**config.mk**
```make
export PLATFORM = sky130hd
export DESIGN_NAME = pdpe_mux
export DESIGN_NICKNAME = d
export VERILOG_FILES = /design/src/rtl/pdpe_pkg.sv /design/src/rtl/pdpe_mux.sv
export SDC_FILE = /design/constraint.sdc
export NUM_CORES = 1
export LEC_CHECK = 0
export ABC_AREA = 1
export BUFFER_PORTS_ARGS = -buffer_cell sky130_fd_sc_hd__buf_2
export CAP_MARGIN = 20
export CELL_PAD_IN_SITES_DETAIL_PLACEMENT = 0
export CELL_PAD_IN_SITES_GLOBAL_PLACEMENT = 1
export CORE_MARGIN = 3
export CORE_UTILIZATION = 37
export DETAILED_ROUTE_END_ITERATION = 10
export PLACE_DENSITY_LB_ADDON = 0.25
export SLEW_MARGIN = 30
export SYNTH_ARGS = -nofsm -noshare
export SYNTH_HDL_FRONTEND = slang
export SYNTH_SLANG_ARGS = --single-unit
```
**constraint.sdc**
```tcl
create_clock -name hclk -period 1.4 [get_ports hclk]
set_clock_uncertainty 0.05 [all_clocks]
set_input_delay 0.14 -clock hclk [delete_from_list [all_inputs] [get_ports hclk]]
set_output_delay 0.14 -clock hclk [all_outputs]
set_load 0.02 [all_outputs]
```
**src/rtl/pdpe_pkg.sv**
```systemverilog
// Constants and types for the port D low mux and port E direction slice
package pdpe_pkg;

    // ********************************************************************
    // Register map
    // ********************************************************************
    localparam logic [11:0] PDPE_OFS_PORTD_FUNC = 12'h000;
    localparam logic [11:0] PDPE_OFS_PORTE_DIR  = 12'h004;
    localparam logic [11:0] PDPE_OFS_STATUS     = 12'h008;
    localparam logic [15:0] PDPE_RST_PORTD_FUNC = 16'h0000;
    localparam logic [15:0] PDPE_RST_PORTE_DIR  = 16'h0000;
    localparam int          PDPE_PINS           = 16;

    // ********************************************************************
    // Operating mode and port E pin function codes
    // ********************************************************************
    typedef enum logic [1:0] {
        PDPE_MODE_SINGLE   = 2'b00,
        PDPE_MODE_ROM_OFF  = 2'b01,
        PDPE_MODE_ROM_ON   = 2'b10,
        PDPE_MODE_RESERVED = 2'b11
    } pdpe_mode_t;

    typedef enum logic [1:0] {
        PDPE_FN_GPIO  = 2'b00,
        PDPE_FN_TIMER = 2'b01,
        PDPE_FN_OTHER = 2'b10,
        PDPE_FN_ALT   = 2'b11
    } pdpe_fn_t;

    // Per-pin port D routing result
    typedef struct packed {
        logic [15:0] bus_sel;
        logic [15:0] gpio_sel;
    } pdpe_route_t;

endpackage : pdpe_pkg

```
**src/rtl/pdpe_mux.sv**
```systemverilog
// Port D low pin mux and port E direction control with AHB-Lite registers
//
// Local design decisions: the AHB-Lite interface to the registers and the register addresses.
`timescale 1ns/10ps
module pdpe_mux (
    input  wire logic                 hclk,
    input  wire logic                 hresetn,
    input  wire logic                 hsel,
    input  wire logic [11:0]          haddr,
    input  wire logic [1:0]           htrans,
    input  wire logic                 hwrite,
    input  wire logic [2:0]           hsize,
    input  wire logic [31:0]          hwdata,
    input  wire logic                 hready,
    output logic      [31:0]          hrdata,
    output logic                      hreadyout,
    output logic                      hresp,
    input  wire logic [1:0]           op_mode,
    input  wire logic [31:0]          porte_func,
    output pdpe_pkg::pdpe_route_t     portd_route,
    output logic      [15:0]          porte_out_en
);
    import pdpe_pkg::*;

    // ********************************************************************
    // State
    // ********************************************************************
    logic [1:0]  mode_s1_r;         // Raw pin sample
    logic [1:0]  mode_s2_r;         // Synchronised sample
    logic [1:0]  mode_s3_r;         // Previous synchronised sample
    logic [1:0]  mode_r;            // Qualified operating mode
    logic [1:0]  mode_nxt;
    logic [15:0] portd_func_r;
    logic [15:0] porte_dir_r;
    logic        wr_pend_r;
    logic [11:0] wr_addr_r;

    // ********************************************************************
    // Mode input synchroniser
    // ********************************************************************
    // Two flops before any mode logic; each bit crosses on its own
    always_ff @(posedge hclk or negedge hresetn) begin
        if (!hresetn) begin
            mode_s1_r <= PDPE_MODE_SINGLE;
            mode_s2_r <= PDPE_MODE_SINGLE;
        end else begin
            mode_s1_r <= op_mode;
            mode_s2_r <= mode_s1_r;
        end
    end

    // ********************************************************************
    // Mode qualifier
    // ********************************************************************
    // Bits of a changing code may land a cycle apart and show a code that
    // was never driven; a new code is taken only after two equal samples,
    // so no pin flashes onto or off the data bus during a mode change
    wire         mode_same = (mode_s2_r == mode_s3_r);
    assign mode_nxt = mode_same ? mode_s2_r : mode_r;

    // Sample history and held mode
    always_ff @(posedge hclk or negedge hresetn) begin
        if (!hresetn) begin
            mode_s3_r <= PDPE_MODE_SINGLE;
            mode_r    <= PDPE_MODE_SINGLE;
        end else begin
            mode_s3_r <= mode_s2_r;
            mode_r    <= mode_nxt;
        end
    end

    pdpe_mode_t mode;
    assign mode = pdpe_mode_t'(mode_r);

    // ********************************************************************
    // AHB-Lite slave decode
    // ********************************************************************
    // Address phase qualifiers and data phase write strobes
    wire         addr_ok  = hsel & hready & htrans[1];
    wire         wr_req   = addr_ok & hwrite;
    wire         rd_req   = addr_ok & ~hwrite;
    wire         hit_func = (wr_addr_r == PDPE_OFS_PORTD_FUNC);
    wire         hit_dir  = (wr_addr_r == PDPE_OFS_PORTE_DIR);
    wire         func_we  = wr_pend_r & hit_func;
    wire         dir_we   = wr_pend_r & hit_dir;

    // Zero wait states, always OKAY
    assign hreadyout = 1'b1;
    assign hresp     = 1'b0;

    // Capture write address phase
    always_ff @(posedge hclk or negedge hresetn) begin
        if (!hresetn) begin
            wr_pend_r <= 1'b0;
            wr_addr_r <= 12'h000;
        end else begin
            wr_pend_r <= wr_req;
            wr_addr_r <= haddr;
        end
    end

    // ********************************************************************
    // Registers, cleared only by power-on reset
    // ********************************************************************
    // hresetn is the power-on reset; other resets and low power never reach here
    // Power-on clear only
    always_ff @(posedge hclk or negedge hresetn) begin
        if (!hresetn) begin
            portd_func_r <= PDPE_RST_PORTD_FUNC;
        end else if (func_we) begin
            portd_func_r <= hwdata[15:0];
        end
    end

    always_ff @(posedge hclk or negedge hresetn) begin
        if (!hresetn) begin
            porte_dir_r <= PDPE_RST_PORTE_DIR;
        end else if (dir_we) begin
            porte_dir_r <= hwdata[15:0];
        end
    end

    // ********************************************************************
    // Read data
    // ********************************************************************
    logic [31:0] rd_nxt;
    assign rd_nxt = (haddr == PDPE_OFS_PORTD_FUNC) ? {16'h0000, portd_func_r} :
                    (haddr == PDPE_OFS_PORTE_DIR)  ? {16'h0000, porte_dir_r}  :
                    (haddr == PDPE_OFS_STATUS)     ? {30'h00000000, mode_r}    :
                    32'h00000000;

    // Read data held for the data phase
    always_ff @(posedge hclk or negedge hresetn) begin
        if (!hresetn) begin
            hrdata <= 32'h00000000;
        end else if (rd_req) begin
            hrdata <= rd_nxt;
        end
    end

    // ********************************************************************
    // Port D routing
    // ********************************************************************
    logic [15:0] bus_nxt;
    always_comb begin
        case (mode)
            PDPE_MODE_SINGLE:  bus_nxt = 16'h0000;
            PDPE_MODE_ROM_OFF: bus_nxt = 16'hFFFF;
            PDPE_MODE_ROM_ON:  bus_nxt = portd_func_r;
            default:           bus_nxt = 16'h0000;
        endcase
    end

    // Registered routing outputs
    always_ff @(posedge hclk or negedge hresetn) begin
        if (!hresetn) begin
            portd_route <= '{bus_sel: 16'h0000, gpio_sel: 16'hFFFF};
        end else begin
            portd_route <= '{bus_sel: bus_nxt, gpio_sel: ~bus_nxt};
        end
    end

    // ********************************************************************
    // Port E direction
    // ********************************************************************
    logic [15:0] dir_used;
    genvar gi;
    generate
        for (gi = 0; gi < PDPE_PINS; gi++) begin : g_pe
            wire logic [1:0] fn = porte_func[2*gi+1:2*gi];
            // Direction for GPIO and timer pins
            assign dir_used[gi] = ((fn == PDPE_FN_GPIO) || (fn == PDPE_FN_TIMER))
                                  ? porte_dir_r[gi] : 1'b0;
        end
    endgenerate

    // Registered output enables
    always_ff @(posedge hclk or negedge hresetn) begin
        if (!hresetn) begin
            porte_out_en <= 16'h0000;
        end else begin
            porte_out_en <= dir_used;
        end
    end

endmodule // pdpe_mux

```
# Word level (Yosys, flattened, before mapping)
# Cells that the tools add are included.
# W data, S select, Z words.
# totals
latch_bits	0
mem_bits_rw	0
in_bits	88
n_memories	0
ff_bits	133
rom_bits	0
# op_classes
multipliers	0
magnitude_cmp	0
muxes	20
n_div	0
add_sub_neg	0
shifts	0
eq_ne	22
n_bitwise	8
reduce_logical	34
# ops
op	count
$eq A2 B1 Y1 const B	17
$logic_not A2 Y1	16
$mux W16	2
$pmux W16 S2	1
$eq A12 B3 Y1 const B	2
$logic_not A12 Y1	2
$logic_or A1 B1 Y1	16
$mux W1	16
$not A16 Y16	1
$eq A12 B4 Y1 const B	1
$and A1 B1 Y1	6
$eq A2 B2 Y1	1
$eq A2 B2 Y1 const B	1
$mux W2	1
$not A1 Y1	1

# Depth between registers and ports, before layout
# logic_depth
depth_word	4
mapped_depth	9
depth_no_buf	8

# Least setup slack after synthesis
# Ideal clock, no wire load.
# synth_path
path_kind	register to register
from	register mode_r[0] (netlist: mode[0])
to	register portd_route[21] in the netlist's numbering
setup_time_ps	139
arrival_time_ps	1118
path_stages_with_launch	6
synth_period_minus_slack_ps	1307
slack_ps	93
cell_sequence	dfrtp_1 > inv_1 > ha_1 > clkbuf_1 > buf_2 > a21oi_1
# synth_between
elab_chain_len	2
# synth_rtl
item	line_no	rtl
from (decl)	pdpe_mux.sv:31	logic [1:0] mode_r;
from (signal assigned)	pdpe_mux.sv:68	mode_r <= mode_nxt;
$eq A2 B2 Y1 or $eq A2 B1 Y1 (tied branches)	pdpe_mux.sv:146	case (mode)
$pmux W16 S2 *	pdpe_mux.sv:146	
net bus_nxt[5]	pdpe_mux.sv:144	logic [15:0] bus_nxt;
to (signal assigned)	pdpe_mux.sv:157	portd_route <= '{bus_sel: 16'h0000, gpio_sel: 16'hFFFF};
to (signal assigned)	pdpe_mux.sv:159	portd_route <= '{bus_sel: bus_nxt, gpio_sel: ~bus_nxt};
to (decl)	pdpe_mux.sv:20	output pdpe_pkg::pdpe_route_t portd_route,
# Mark *: on every way through the listed nets, which the timed path passes. The rest lies on a longest branch.
# A chain may end at the register's enable or synchronous reset.

# Final worst setup path
# layout_path
from	register wr_addr_r[5]
to	register porte_dir_r[8]
# layout_between
elab_chain_len	2
# layout_rtl
item	line_no	rtl
from (decl)	pdpe_mux.sv:36	logic [11:0] wr_addr_r;
from (signal assigned)	pdpe_mux.sv:98	wr_addr_r <= haddr;
$eq A12 B3 Y1	pdpe_mux.sv:83	wire hit_dir = (wr_addr_r == PDPE_OFS_PORTE_DIR);
$and A1 B1 Y1	pdpe_mux.sv:85	wire dir_we = wr_pend_r & hit_dir;
to (signal assigned)	pdpe_mux.sv:119	porte_dir_r <= hwdata[15:0];
to (decl)	pdpe_mux.sv:34	logic [15:0] porte_dir_r;
# No other way between the ends.

==> results.tsv <==
metric	value	unit
final setup fails	0	
initial antenna violation count	0	
distinct cell type count after synthesis	29	
Register Area	0.00295	sq mm
Max Freq	762	MHz
DR vias	3472	
top-area cell type share of the netlist area	52.8	%
Starting Density	38.9	%
H-tree levels	4	
startpoint types	flip-flop	
# IOs	170	
Site Rows	40	
warnings from Yosys	0	
DP HPWL	7.58	mm
cell taking the most area after synthesis	dfrtp_1	
number of global-route vias before repair	3616	
CTS tree	done	
compound-gate portion of the synthesized area	7.42	%
xor-xnor portion of the synthesized cell area	0.183	%
Clock Power Share	46.4	%
clock latency on the worst-skew pair	0.41	ns
total grt overflow	0	
combinational fraction of design power	15.1	%
Die H	120	um
Die ar.	0.0143	sq mm
Root Driver	clkbuf_16	
pwr/cell area	1500	mW/mm^2
Post-Synth Simple-Gate Area	19.3	%
area occupied by multi-input gates	0.00139	sq mm
crit path max fanout	32	
Hold Worst Slack	0.124	ns
Reg power frac	38.5	%
Internal Power	7.66	mW
fin. max-slew vios	0	
Core Util, Final	55.1	%
share of cells above drive strength 1	34.4	%
Detailed Route WL	10.9	mm
post-CTS setup buffers	0	
gpl congestion	0.768	
Num CTS Buffers	17	
Layout fillers	1116	
vias per cell	4.20	
gr usage total	16.3	%
CTS Sinks	117	
Die Wd	120	um
ANT nets after route	0	
Area contributors post-synth	dfrtp_1 (53%), nand2_1 (9.4%), dfstp_2 (8.8%)	
P_sw	2.52	mW
final hold vios	0	
Worst Setup Path Type	reg2reg	
Min-Delay Path Class	in2reg	
Final Net Count	736	
Pre-Repair DR Iteration Count	4	
crit path capture type	flip-flop	
post-synthesis instance area	0.00479	sq mm
Synth Area per Inst	10.3	sq um
maximum vdd drop	0.000671	V
PortBufs	115	
multiplexer share of the synthesized area	0	%
largest family of logic cells by synthesized area	simple AND/OR/NAND/NOR gates	
routed wire length per instance	13.2	um
Critical Path RT	1.65	ns
Layout area overhead	41.7	%
leakage power	3.65	nW
diode count	0	
sequential share of the synthesized area	61.5	%
Post-Synth Adder-Cell Area	0.522	%
DRC viols	0	
min cycle time layout	1.31	ns
CTS max path bufs	2	
FF+latch count, synth	117	
sw frac	24.8	%
Final period util	93.7	%
Core Footprint	0.0123	sq mm
outcome	complete, no violations	
Mapped Cells	467	
first-pass GRT wire length	18.1	mm
Max-Cap Viols	0	
CP arrival	1.56	ns
Initial DRC Count	141	
Clk pin slew, worst setup/hold paths	0.05	ns
largest net degree at the start of global routing	52	
## state kept, by name, summed over array words and instances, names as in the netlist
signal / count
wr_pend_r: 1
mode_s2_r: 2
portd_route: 32
hrdata: 16
portd_func_r: 16
mode_s3_r: 2
porte_dir_r: 16
wr_addr_r: 12
mode: 2
mode_s1_r: 2
porte_out_en: 16
## power by group through the flow
stage | Sequential [mW] | Clock (mW) | Combinational [mW]
after detailed placement | 3.98 | 0 | 1.44
after global routing | 3.97 | 4.96 | 1.68
final | 3.92 | 4.73 | 1.54
after CTS | 3.92 | 4.81 | 1.55
after floorplan | 4.40 | 0 | 0.452
after global placement | 3.97 | 0 | 1.42
## cells in the final DEF, fill, tap and decap left out, types with 5 or more instances in the layout
cell / instances
clkbuf_16: 18
bufinv_16: 5
conb_1: 18
nor2_4: 5
buf_4: 5
nand3_2: 11
buf_2: 110
o21ai_1: 8
dlygate4sd3_1: 49
dfstp_2: 16
nand2_1: 119
a21oi_1: 16
inv_1: 57
o21ai_2: 24
buf_12: 8
nand3_1: 24
nor2_1: 25
dfrtp_1: 101
## critical path, cell delays in order (launching register included)
cell      delay [ns]
dfrtp_1         0.35
nor2_1          0.10
nand2_1         0.09
nor2_4          0.17
nand3b_4        0.10
buf_12          0.17
nand2_1         0.09
o21ai_2         0.05
## metal layers
layer | up-vias | part of all wire (%) | GRT usage, %
li1 | 1759 | - | -
met1 | 1579 | 46 | 20.9
met2 | 112 | 46 | 25.9
met3 | 22 | 5.8 | 4.52
met4 | 0 | 2.1 | 7.16
met5 | - | 0 | 0
## per-stage QoR
step	std cells	setup TNS, ns	setup WS [ns]	cell area [sq um]	power [mW]
global placement	744	0	0.0805	5550	5.40
floorplan	483	0	0.0929	4850	4.86
detailed placement	744	0	0.0459	5550	5.42
finish	827	0	0.0881	6790	10.2
CTS	825	0	0.0134	6690	10.3
global route	827	-0.00445	-0.00225	6790	10.6
## cells in the mapped netlist
cell      instances
inv_2             4
ha_1              2
buf_6             9
buf_8             1
nand3b_4          1
nor2_1           29
dfstp_2          16
nor2_8            1
nor3_1            1
o21ai_0           2
inv_1            57
nand2_2           2
o211ai_1          2
nand3_1          24
nand3b_1          1
clkbuf_2          1
nand3_2          11
xnor2_1           1
conb_1            2
o21ai_2          24
buf_4            20
a21oi_1          16
nor2_4            5
nand2_4           1
nand2_1         120
clkbuf_1          2
dfrtp_1         101
o21ai_1           8
buf_2             3
## path summary, 6_finish.rpt
path	from	end	slack, ns	cells after the start
worst max-delay path	wr_addr_r[5]	porte_dir_r[8]	0.09	7
worst min-delay path	hready	hrdata[6]	0.12	5
worst max register to register	wr_addr_r[5]	porte_dir_r[8]	0.09	7
worst min register to register	mode_s1_r[1]	mode_s2_r[1]	0.29	0
max in group asynchronous	hresetn	portd_route[8]	0.52	3
min in group asynchronous	hresetn	porte_out_en[1]	0.14	2
## cell families (layout without fill, tap and decap cells)
kind of cell | count (synthesis) | after routing
flip-flops | 117 | 117
AO/OA/AOI/OAI | 52 | 52
adder cells (fa/ha/maj) | 2 | 2
AND/OR/NAND/NOR | 196 | 196
buffers and inverters | 97 | 273
XOR/XNOR | 1 | 1
other | 2 | 18
## area by class of cell
| class | instances | area share, % |
|---|---|---|
| Sequential cell | 117 | 43.4 |
| Timing Repair Buffer | 180 | 20.0 |
| Clock buffer | 23 | 7.04 |
| Multi-Input combinational cell | 269 | 20.5 |
| Clock inverter | 9 | 2.54 |
| Inverter | 61 | 3.37 |
| Tap cell | 168 | 3.10 |
## timing repair
item	4_1_cts	5_1_grt
endpoints found under the setup margin	0	51
hold buffers	49	4
gates resized for setup	0	17
hold endpoints to repair	152	4
(Power assumes the default switching activity.)
